## src/verilog/airs_pkg.sv

```systemverilog
// constants for the converter result and input-select block
// assumes an 8-bit I/O register bus with separate read and write strobes
package airs_pkg;
    localparam logic [6:0] AIRS_IO_OFS      = 7'h20;
    localparam logic [6:0] AIRS_SEL_IO      = 7'h07;
    localparam logic [6:0] AIRS_RES_LO_IO   = 7'h04;
    localparam logic [6:0] AIRS_RES_HI_IO   = 7'h05;
    localparam logic [7:0] AIRS_SEL_RESET   = 8'h00;
    localparam int         AIRS_REF_HI      = 7;
    localparam int         AIRS_REF_LO      = 6;
    localparam int         AIRS_LJ_BIT      = 5;
    localparam int         AIRS_CH_HI       = 4;
    localparam logic [9:0] AIRS_POS_MAX     = 10'h1FF;
    localparam logic [9:0] AIRS_NEG_MIN     = 10'h200;
    localparam logic [9:0] AIRS_SE_MAX      = 10'h3FF;
    localparam logic [4:0] AIRS_CH_DIFF_LO  = 5'h08;
    localparam logic [4:0] AIRS_CH_DIFF_HI  = 5'h1D;
    localparam logic [4:0] AIRS_CH_BANDGAP  = 5'h1E;
    localparam logic [4:0] AIRS_CH_GROUND   = 5'h1F;
    localparam logic [4:0] AIRS_CH_NEG1_LO  = 5'h10;
    localparam logic [4:0] AIRS_CH_NEG2_LO  = 5'h18;
    localparam logic [1:0] AIRS_REF_EXT     = 2'h0;
    localparam logic [1:0] AIRS_REF_AVCC    = 2'h1;
    localparam logic [1:0] AIRS_REF_INT     = 2'h3;
    typedef enum logic [1:0] {
        AIRS_GAIN_1X   = 2'h0,
        AIRS_GAIN_10X  = 2'h1,
        AIRS_GAIN_200X = 2'h2
    } airs_gain_t;
    typedef enum logic [1:0] {
        AIRS_IDLE = 2'h0,
        AIRS_CONV = 2'h1,
        AIRS_HOLD = 2'h3
    } airs_state_t;
endpackage

```

## src/verilog/airs_res_if.sv

```systemverilog
// carries the formatted result bytes from the formatter to the top
// assumes both ends run on the system clock
`timescale 1ns/10ps
interface airs_res_if;
    logic [9:0] code;
    logic       left_justify;
    logic [7:0] low_byte;
    logic [7:0] high_byte;
    modport fmt (input code, input left_justify, output low_byte, output high_byte);
    modport top (output code, output left_justify, input low_byte, input high_byte);
endinterface

```

## src/verilog/airs_fmt.sv

```systemverilog
// result byte formatter: places a 10-bit code into two bytes
// assumes the code is already clamped and two's complement where differential
`timescale 1ns/10ps
module airs_fmt
    import airs_pkg::*;
(
    airs_res_if.fmt res
);
    wire [7:0] lj_low  = {res.code[1:0], 6'h00};
    wire [7:0] lj_high = res.code[9:2];
    wire [7:0] rj_low  = res.code[7:0];
    wire [7:0] rj_high = {6'h00, res.code[9:8]};

    // unused positions stay zero either way
    assign res.low_byte  = res.left_justify ? lj_low : rj_low;
    assign res.high_byte = res.left_justify ? lj_high : rj_high;
endmodule

```

## src/verilog/airs_top.sv

```systemverilog
// converter result presentation and input selection
// assumes an I/O register bus from the CPU core and a converter core that
// flags start and completion with one-cycle pulses, handing a raw code
//
// Behaviour
// - result bytes readable after conversion complete
// - single-ended gives unsigned 10-bit code
// - differential gives signed two's-complement code
// - bit 9 carries differential sign
// - differential codes clamp at full scale
// - left-justify bit picks byte layout
// - layout change applies immediately
// - decode two-bit reference field
// - selections latched per conversion
// - decode single-ended, bandgap, ground codes
// - decode gain pairs 10x and 200x
// - decode unity-gain pairs on negatives 1, 2
// - same-pin pair codes allowed for offset
// - register at I/O 0x07 and data 0x27
// - low-byte read freezes until high read
// - bit placement in high and low bytes
`timescale 1ns/10ps
module airs_top
    import airs_pkg::*;
(
    // system
    input  wire logic        CLK_SYS,
    input  wire logic        RST_B,
    // register bus
    input  wire logic [6:0]  IO_ADDR,
    input  wire logic        IO_DATA_SPACE,
    input  wire logic        IO_WR,
    input  wire logic        IO_RD,
    input  wire logic [7:0]  IO_WDATA,
    output logic      [7:0]  IO_RDATA,
    // converter core
    input  wire logic        CONV_START,
    input  wire logic        CONV_DONE,
    input  wire logic [10:0] CONV_RAW,
    // analog front end
    output logic      [2:0]  MUX_POS,
    output logic      [2:0]  MUX_NEG,
    output logic             MUX_DIFF,
    output logic             MUX_BANDGAP,
    output logic             MUX_GROUND,
    output logic      [1:0]  GAIN_SEL,
    output logic      [1:0]  REF_SEL,
    output logic             REF_INT_EN,
    output logic             REF_AVCC_EN,
    output logic             BUSY
);
    airs_res_if res ();

    logic [7:0]  sel_r;
    logic [7:0]  act_r;
    logic [9:0]  code_r;
    logic [9:0]  code_nxt;
    logic        frozen_r;
    airs_state_t state_r;
    airs_state_t state_nxt;
    logic [7:0]  rdata_nxt;

    // short I/O and data-space forms decode to the same place
    wire [6:0] io_addr = IO_DATA_SPACE ? IO_ADDR - AIRS_IO_OFS : IO_ADDR;
    wire       hit_sel = io_addr == AIRS_SEL_IO;
    wire       hit_lo  = io_addr == AIRS_RES_LO_IO;
    wire       hit_hi  = io_addr == AIRS_RES_HI_IO;
    wire       wr_sel  = IO_WR && hit_sel;
    wire       rd_lo   = IO_RD && hit_lo;
    wire       rd_hi   = IO_RD && hit_hi;

    // a write mid-conversion waits in sel_r until the done pulse
    wire       load_act = (state_r == AIRS_IDLE) || CONV_DONE;
    wire [7:0] act_nxt  = load_act ? (wr_sel ? IO_WDATA : sel_r) : act_r;

    // decode the value act_r takes at this edge, so the front-end controls
    // switch together with it and never lag a conversion start by a cycle
    wire [4:0] ch      = act_nxt[AIRS_CH_HI:0];
    wire       is_se   = ch < AIRS_CH_DIFF_LO;
    wire       is_bg   = ch == AIRS_CH_BANDGAP;
    wire       is_gnd  = ch == AIRS_CH_GROUND;
    wire       is_diff = (ch >= AIRS_CH_DIFF_LO) && (ch <= AIRS_CH_DIFF_HI);
    wire       is_gain = ch < AIRS_CH_NEG1_LO;
    // gain codes: bit 2 picks negative 0 or 2, bit 0 the upper input, bit 1 gain
    wire [2:0] gain_pos = {1'b0, ch[2], ch[0]};
    wire [2:0] gain_neg = {1'b0, ch[2], 1'b0};
    wire       neg2     = ch >= AIRS_CH_NEG2_LO;
    wire [2:0] pos_nxt  = is_se ? ch[2:0] : (is_gain ? gain_pos : ch[2:0]);
    wire [2:0] neg_nxt  = is_gain ? gain_neg : (neg2 ? 3'h2 : 3'h1);
    wire [1:0] gain_nxt = !is_gain || is_se ? AIRS_GAIN_1X
                        : (ch[1] ? AIRS_GAIN_200X : AIRS_GAIN_10X);
    wire [1:0] ref_nxt  = act_nxt[AIRS_REF_HI:AIRS_REF_LO];

    // raw core value is signed 11 bits for differential so clamping can act
    wire signed [10:0] raw_s = CONV_RAW;
    wire       over   = raw_s > $signed({1'b0, AIRS_POS_MAX});
    wire       under  = raw_s < -$signed({1'b0, AIRS_NEG_MIN});
    wire [9:0] diff_c = over ? AIRS_POS_MAX
                      : (under ? AIRS_NEG_MIN : CONV_RAW[9:0]);
    wire [9:0] se_c   = CONV_RAW[10] ? AIRS_SE_MAX : CONV_RAW[9:0];
    // MUX_DIFF holds the decode of act_r, the selection of this conversion
    wire [9:0] conv_c = MUX_DIFF ? diff_c : se_c;

    // freeze after low read blocks the update until the high read
    // a done pulse in the cycle of the low read is dropped as well: the low
    // byte just taken comes from the old code
    wire       upd    = CONV_DONE && !frozen_r && !rd_lo;
    assign code_nxt   = upd ? conv_c : code_r;
    wire       frozen_nxt = rd_lo || (frozen_r && !rd_hi);
    wire [7:0] sel_nxt    = wr_sel ? IO_WDATA : sel_r;

    always_comb begin
        state_nxt = state_r;
        case (state_r)
            AIRS_IDLE: if (CONV_START) state_nxt = AIRS_CONV;
            AIRS_CONV: if (CONV_DONE) state_nxt = AIRS_HOLD;
            AIRS_HOLD: state_nxt = CONV_START ? AIRS_CONV : AIRS_IDLE;
            default:   state_nxt = AIRS_IDLE;
        endcase
    end

    // layout follows sel_r live, not the latched copy
    assign res.code         = code_r;
    assign res.left_justify = sel_r[AIRS_LJ_BIT];
    airs_fmt u_fmt (.res(res.fmt));

    assign rdata_nxt = hit_sel ? sel_r
                     : hit_lo ? res.low_byte
                     : hit_hi ? res.high_byte : 8'h00;

    // selection register as software sees it
    always_ff @(posedge CLK_SYS) begin
        if (!RST_B) begin
            sel_r <= AIRS_SEL_RESET;
        end else begin
            sel_r <= sel_nxt;
        end
    end

    // copy that steers the front end; held while converting
    always_ff @(posedge CLK_SYS) begin
        if (!RST_B) begin
            act_r <= AIRS_SEL_RESET;
        end else begin
            act_r <= act_nxt;
        end
    end

    always_ff @(posedge CLK_SYS) begin
        if (!RST_B) begin
            code_r <= 10'h000;
        end else begin
            code_r <= code_nxt;
        end
    end

    always_ff @(posedge CLK_SYS) begin
        if (!RST_B) begin
            frozen_r <= 1'b0;
        end else begin
            frozen_r <= frozen_nxt;
        end
    end

    always_ff @(posedge CLK_SYS) begin
        if (!RST_B) begin
            state_r <= AIRS_IDLE;
        end else begin
            state_r <= state_nxt;
        end
    end

    // read data follows the address alone; the read strobe only sets and clears the freeze and drops a done pulse that meets a low read
    always_ff @(posedge CLK_SYS) begin
        if (!RST_B) begin
            IO_RDATA <= 8'h00;
        end else begin
            IO_RDATA <= rdata_nxt;
        end
    end

    // front-end controls change at the same edge as act_r
    always_ff @(posedge CLK_SYS) begin
        if (!RST_B) begin
            MUX_POS     <= 3'h0;
            MUX_NEG     <= 3'h0;
            MUX_DIFF    <= 1'b0;
            MUX_BANDGAP <= 1'b0;
            MUX_GROUND  <= 1'b0;
        end else begin
            MUX_POS     <= pos_nxt;
            MUX_NEG     <= neg_nxt;
            MUX_DIFF    <= is_diff;
            MUX_BANDGAP <= is_bg;
            MUX_GROUND  <= is_gnd;
        end
    end

    always_ff @(posedge CLK_SYS) begin
        if (!RST_B) begin
            GAIN_SEL    <= AIRS_GAIN_1X;
            REF_SEL     <= AIRS_REF_EXT;
            REF_INT_EN  <= 1'b0;
            REF_AVCC_EN <= 1'b0;
        end else begin
            GAIN_SEL    <= gain_nxt;
            REF_SEL     <= ref_nxt;
            // reserved code 10 enables neither source
            REF_INT_EN  <= ref_nxt == AIRS_REF_INT;
            REF_AVCC_EN <= ref_nxt == AIRS_REF_AVCC;
        end
    end

    always_ff @(posedge CLK_SYS) begin
        if (!RST_B) begin
            BUSY <= 1'b0;
        end else begin
            BUSY <= state_nxt == AIRS_CONV;
        end
    end
endmodule
```

## config.mk

```make
export PLATFORM = sky130hd
export DESIGN_NAME = airs_top
export DESIGN_NICKNAME = d
export VERILOG_FILES = /design/src/verilog/airs_pkg.sv /design/src/verilog/airs_res_if.sv /design/src/verilog/airs_fmt.sv /design/src/verilog/airs_top.sv
export SDC_FILE = /design/constraint.sdc
export NUM_CORES = 1
export LEC_CHECK = 0
export ABC_AREA = 1
export BUFFER_PORTS_ARGS = -buffer_cell sky130_fd_sc_hd__buf_2
export CELL_PAD_IN_SITES_DETAIL_PLACEMENT = 1
export CELL_PAD_IN_SITES_GLOBAL_PLACEMENT = 1
export CORE_ASPECT_RATIO = 1.5
export CORE_UTILIZATION = 37
export DETAILED_ROUTE_END_ITERATION = 7
export HOLD_SLACK_MARGIN = 0.15
export PLACE_DENSITY_LB_ADDON = 0.1
export SLEW_MARGIN = 25
export SYNTH_ARGS = -nofsm -noshare
export SYNTH_HDL_FRONTEND = slang
export SYNTH_SLANG_ARGS = --single-unit
```

## constraint.sdc

```tcl
create_clock -name CLK_SYS -period 1.9 [get_ports CLK_SYS]
set_input_delay 0.38 -clock CLK_SYS [delete_from_list [all_inputs] [get_ports CLK_SYS]]
set_output_delay 0.38 -clock CLK_SYS [all_outputs]
set_load 0.01 [all_outputs]
```

==> results.sh, run 1 <==
export IMPL_synthDistinctLibCells=32
export IMPL_post_route_period_util_pct=89.1
export IMPL_fin_skew_ps=8.05
export IMPL_ant_nets=0
export IMPL_ys_seq_area_share_pct=45.1
export IMPL_period_needed_ps=1690
export IMPL_netlist_instances=291
export IMPL_worstSetupEndpointType="register"
export IMPL_drcViolationCount=0
export IMPL_crit_fanout=8
export IMPL_cts_tree="built"
export IMPL_postCtsResizedCells=0
export IMPL_syn_nets=324
export IMPL_die_y_um=94.9
export IMPL_cts_buffers=5
export IMPL_wl_um=5290
export IMPL_n_antenna_cell=0
export IMPL_drive_gt1_share_pct=26.6
export IMPL_dr_pass1_iters=4
export IMPL_fin_util_pct=47.1
export IMPL_routedWlPerCell_um=12.6
export IMPL_htreeDepth=2
export IMPL_syn_avg_cell_area_um2=7.31
export IMPL_initial_core_util_pct=38.8
export IMPL_areaGrowthSynthToFinish_pct=21.5
export IMPL_path_clk_slew_ps=100
export IMPL_worstPathRequired_ps=2110
export IMPL_critPathArrivalTime_ps=1900
export IMPL_worst_pin_slew_ps=643
export IMPL_grt_start_max_net_pins=17
export IMPL_timing_fmax_mhz=591
export IMPL_finalHoldViolations=0
export IMPL_grt_pass1_wl_um=8760
export IMPL_synth_common_cells="dfxtp_1, nand2_1, inv_1"
export IMPL_rows=33
export IMPL_holdBufCountCts=0
export IMPL_dpl_hpwl_um=4260
export IMPL_netlist_area_leader_share_pct=45.1
export IMPL_core_area_um2=5490
export IMPL_insertion_delay_ps=300
export IMPL_avgViaCountPerCell=4.77
export IMPL_synth_top_area_cell="dfxtp_1"
export IMPL_critPathLaunchType="register"
export IMPL_clock_sinks=48
export IMPL_postSynthRegisterBits=48
export IMPL_place_gp_congestion=0.804
export IMPL_ys_flop_type="dfxtp_1"
export IMPL_io_pin_count=57
export IMPL_grt_pass1_vias=1961
export IMPL_die_x_um=63.9
export IMPL_synthArstFlopShare_pct=0
export IMPL_grtUsageTotal_pct=18.7
export IMPL_ys_warn_count=0
export IMPL_power_leakage_nw=1.27
export IMPL_ir_drop_mv=0.528
export IMPL_postCtsSetupBuffers=0
export IMPL_dieArea_um2=6070
export IMPL_fill_cells=739
export IMPL_slew_viol_final=0
export IMPL_synth_edf_count=0
export IMPL_final_nets=381
export IMPL_status="finished, final reports clean"
export IMPL_vias=1998
export IMPL_portBuffers=55
export IMPL_drt_iter0_markers=85
export IMPL_fin_setup_tns_ps=0
export IMPL_hold_path_class="in2reg"
export IMPL_synthesis_area_um2=2130
export IMPL_relSlewSlack_pct=56.8
export IMPL_grt_ovfl_total=0
export IMPL_power_density_nw_per_um2=781
export IMPL_yosys_top_cells_area="dfxtp_1, nand2_1, inv_1"
export IMPL_setup_viol=0
export IMPL_grt_antenna_before_repair=0
export IMPL_cap_violations=0
export IMPL_path_class="reg2reg"
export IMPL_rsz0062_at_grt="false"
export IMPL_clock_path_buffers=2
export IMPL_cts_root_buffer="clkbuf_8"
==> area by class of cell <==
class / count / area [µm²] / share of cell area, %
flip-flops and latches: 48 / 961 / 37.2
multi-input cells: 183 / 917 / 35.5
repair buffers: 61 / 320 / 12.4
inverters: 49 / 184 / 7.12
well taps: 70 / 87.6 / 3.39
clock buffers: 5 / 68.8 / 2.66
clock inverters: 3 / 46.3 / 1.79
==> where the power goes <==
group	leakage (nW)	internal, mW	switching (mW)
clock	0.0548	0.397	0.365
combinational	0.827	0.0789	0.124
sequential	0.391	1.04	0.0164
total	1.27	1.51	0.506
==> critical path, stage by stage, from the launching register on <==
cell	delay, ps
dfxtp_1	350
o21ai_1	520
buf_4	240
nand3_2	90
nand2_4	110
nand3_1	120
nor2_1	120
nor2_1	50
==> path summary, 6_finish.rpt <==
check	cells after the start	start	to	slack [ps]
hold / removal	3	CONV_START	state_r[0]	290
setup / recovery	7	state_r[0]	MUX_DIFF	210
setup reg to reg	7	state_r[0]	MUX_DIFF	210
hold reg to reg	2	frozen_r	frozen_r	480
==> registers in the layout, summed over array words and instances (netlist names), 2 cells and up, named ones only <==
signal / count
GAIN_SEL: 2
IO_RDATA: 8
MUX_NEG: 2
MUX_POS: 2
act_r: 7
code_r: 10
sel_r: 7
state_r: 2
==> per-stage QoR <==
| stage | std cells | hold WS (ps) | total power, mW | worst slack [ps] | cell area, µm² |
|---|---|---|---|---|---|
| floorplan | 291 | 439 | 1.20 | 423 | 2130 |
| finish | 419 | 287 | 2.02 | 208 | 2580 |
| global placement | 411 | 452 | 1.28 | 170 | 2470 |
| CTS | 419 | 282 | 2.04 | 184 | 2580 |
| detailed placement | 411 | 474 | 1.28 | 122 | 2470 |
| global route | 419 | 281 | 2.10 | 50.0 | 2580 |
==> logic make-up after synthesis <==
family / Yosys count / synth area share [%]
simple gates: 116 / 25.8
compound gates: 66 / 17.1
other cells: 1 / 0.176
flops: 48 / 45.1
buf+inv: 60 / 11.8
==> metal layers <==
layer / vias to the layer above / routed length [µm] / track usage [%]
li1: 1036 / - / -
met1: 934 / 2130 / 19.7
met2: 23 / 2990 / 37.0
met3: 5 / 116 / 3.26
met4: 0 / 52 / 5.11
met5: - / 0 / 0
==> placed cells by master, fill, tap and decap left out, types with 2 or more instances in the layout <==
cell type  netlist  final
dfxtp_1         48     48
nand3_2          2      2
inv_1           43     43
nand2_1         48     48
buf_2            2     55
o211a_1          2      2
nor2_2           2      2
nand3_1         13     13
o211ai_1         5      5
nor2_4           2      2
nand4_1          5      5
nor3_1           2      2
o21ai_0         32     32
inv_2            5      5
a21oi_1         19     19
or2_2            3      3
nand2_2          6      6
clkbuf_8         0      5
o21ai_2          2      2
nor2_1          29     29
buf_4            4      6
o22ai_1          2      2
o21ai_1          3      3
(Power assumes the default switching activity.)
==> inputs of run 2 (changes only) <==
--- a/config.mk
+++ b/config.mk
@@ -14,2 +14,3 @@
 export DETAILED_ROUTE_END_ITERATION = 7
+export GPL_TIMING_DRIVEN = 0
 export HOLD_SLACK_MARGIN = 0.15
@@ -19,2 +20,3 @@
 export SYNTH_HDL_FRONTEND = slang
+export SYNTH_HIERARCHICAL = 1
 export SYNTH_SLANG_ARGS = --single-unit
--- a/constraint.sdc
+++ b/constraint.sdc
@@ -3,2 +3,2 @@
 set_output_delay 0.38 -clock CLK_SYS [all_outputs]
-set_load 0.01 [all_outputs]
+set_load 0.005 [all_outputs]
==> run 2 against run 1 <==
  * Synthesized cell count grew 5.2%
  * Sequential power is essentially flat
  * Sequential share of layout area shrank 1.7 points
  * Total power grew 0.32%
  * Critical path depth grew 1
  * Area after synthesis grew 4.6%
  * Routed wire length grew 6.6%
  * Largest cell class is now multi-input gates
  * Largest power group unchanged
==> results.sh, run 2 <==
export IMPL_placed_area_um2=2590
export IMPL_cap_violations=0
export IMPL_path_class="reg2reg"
export IMPL_cp_cell_sequence="o21ai_0, buf_2, inv_1, nand2_1, nand2_4, nand2_1, nor2_1, a21oi_1"
export IMPL_ys_flop_type="dfxtp_1"
export IMPL_postCtsResizedCells=0
export IMPL_cts_root_buffer="clkbuf_8"
export IMPL_met1_length_um=2170
export IMPL_ys_warn_count=6
export IMPL_fin_util_pct=46.8
export IMPL_grt_pass1_vias=2278
export IMPL_syn_avg_cell_area_um2=7.27
export IMPL_dpl_hpwl_um=4500
export IMPL_status="finished, final reports clean"
export IMPL_setup_viol=0
export IMPL_reg2reg_to="MUX_POS[1]"
export IMPL_ys_seq_area_share_pct=43.2
export IMPL_worstSetupEndpointType="register"
export IMPL_rsz0062_at_grt="false"
export IMPL_met3_length_um=143
export IMPL_synthDistinctLibCells=34
export IMPL_grt_pass1_wl_um=9830
export IMPL_drive_gt1_share_pct=26.3
export IMPL_worstPathRequired_ps=2130
export IMPL_synth_edf_count=0
export IMPL_fin_cells=441
export IMPL_hold_start="CONV_START"
export IMPL_rows=34
export IMPL_final_nets=401
export IMPL_core_area_um2=5790
export IMPL_netlist_area_leader_share_pct=43.2
export IMPL_place_ws_ps=64.8
export IMPL_initial_core_util_pct=38.5
export IMPL_place_inst=433
export IMPL_whs_ps=296
export IMPL_fin_setup_tns_ps=0
export IMPL_ant_nets=0
export IMPL_synthesis_area_um2=2230
export IMPL_portBuffers=55
export IMPL_timing_fmax_mhz=610
export IMPL_clock_path_buffers=2
export IMPL_relSlewSlack_pct=64.8
export IMPL_insertion_delay_ps=300
export IMPL_final_common_cell="buf_2"
export IMPL_avgViaCountPerCell=4.88
export IMPL_critPathLaunchType="register"
export IMPL_power_total_mw=2.03
export IMPL_r2r_cells=8
export IMPL_hold_path_end="state_r[0]"
export IMPL_fill_cells=785
export IMPL_htreeDepth=2
export IMPL_clock_sinks=48
export IMPL_die_y_um=97.0
export IMPL_yosys_top_cells_area="dfxtp_1, inv_1, nand2_1"
export IMPL_period_needed_ps=1640
export IMPL_critPathMostFrequentCell="nand2_1"
export IMPL_n_antenna_cell=0
export IMPL_finalHoldViolations=0
export IMPL_holdBufCountCts=0
export IMPL_crit_fanout=10
export IMPL_cpMaxStageDelayCell="dfxtp_1"
export IMPL_synth_common_cells="inv_1, nand2_1, dfxtp_1"
export IMPL_largest_reg_flops=10
export IMPL_routedWlPerCell_um=12.8
export IMPL_post_route_period_util_pct=86.3
export IMPL_max_stage_delay_ps=340
export IMPL_grt_start_max_net_pins=17
export IMPL_netlist_instances=306
export IMPL_highest_layer="met4"
export IMPL_fin_area_um2=2710
export IMPL_wl_met2_um=3210
export IMPL_areaGrowthSynthToFinish_pct=21.6
export IMPL_cts_buffers=5
export IMPL_grt_ovfl_total=0
export IMPL_vias=2154
export IMPL_power_leakage_nw=1.39
export IMPL_drt_iter0_markers=93
export IMPL_synthArstFlopShare_pct=0
export IMPL_synth_top_area_cell="dfxtp_1"
export IMPL_hold_path_class="in2reg"
export IMPL_die_x_um=65.3
export IMPL_r2r_slack_ps=260
export IMPL_path_clk_slew_ps=90
export IMPL_worst_pin_slew_ps=528
export IMPL_cts_tree="built"
export IMPL_final_cell_mix="buf_2, inv_1, nand2_1"
export IMPL_r2r_start="state_r[0]"
export IMPL_dieArea_um2=6340
export IMPL_postCtsSetupBuffers=0
export IMPL_fin_skew_ps=4.17
export IMPL_place_gp_congestion=0.803
export IMPL_synth_most_common_cell="inv_1"
export IMPL_slew_viol_final=0
export IMPL_drcViolationCount=0
export IMPL_min_path_cells=3
export IMPL_power_density_nw_per_um2=749
export IMPL_wl_um=5640
export IMPL_ir_drop_mv=0.456
export IMPL_grt_antenna_before_repair=0
export IMPL_postSynthRegisterBits=48
export IMPL_dr_pass1_iters=4
export IMPL_syn_nets=339
export IMPL_setup_slack_ps=261
export IMPL_grtUsageTotal_pct=19.6
export IMPL_io_pin_count=57
export IMPL_reg_top3="code_r: 10 flops, IO_RDATA: 8 flops"
export IMPL_critPathArrivalTime_ps=1870
export IMPL_top_register="code_r"
## run 2: cell families after synthesis
family | Yosys count | synth area share [%]
AO/OA/AOI/OAI | 61 | 15.2
buffers and inverters | 69 | 13.4
flip-flops | 48 | 43.2
other | 1 | 0.168
AND/OR/NAND/NOR | 127 | 28.0
## run 2: critical path, delay by kind of cell, from the launching register on
family / cells / cell delay [ps]
buf+inv: 2 / 440
simple gates: 4 / 390
compound gates: 2 / 410
flops: 1 / 340
## run 2: layer usage
layer / GRT usage (%) / vias to the layer above
li1: - / 1091
met1: 20.2 / 1020
met2: 37.4 / 34
met3: 2.95 / 9
met4: 8.19 / 0
met5: 0 / -
## run 2: how the worst max path moves through the flow
stage,cells after the start,slack [ps],start,to
floorplan,9,440,IO_ADDR[3],code_r[0]
global placement,10,130,IO_ADDR[3],code_r[2]
detailed placement,10,60,IO_ADDR[3],code_r[2]
CTS,8,220,state_r[0],MUX_POS[1]
global route,8,60,state_r[0],MUX_POS[1]
finish,8,260,state_r[0],MUX_POS[1]
## run 2: power breakdown
group | total (mW) | switching (mW) | internal (mW)
registers | 1.06 | 0.0234 | 1.04
clock network | 0.755 | 0.358 | 0.397
logic | 0.210 | 0.129 | 0.0814
## run 2: layout make-up
type | instances | area (µm²) | area share (%)
flip-flops and latches | 48 | 961 | 35.5
multi-input cells | 189 | 967 | 35.7
clock inverters | 3 | 46.3 | 1.71
plain buffers | 13 | 87.6 | 3.24
clock buffers | 5 | 68.8 | 2.54
inverters | 56 | 210 | 7.77
repair buffers | 55 | 275 | 10.2
well taps | 72 | 90.1 | 3.33
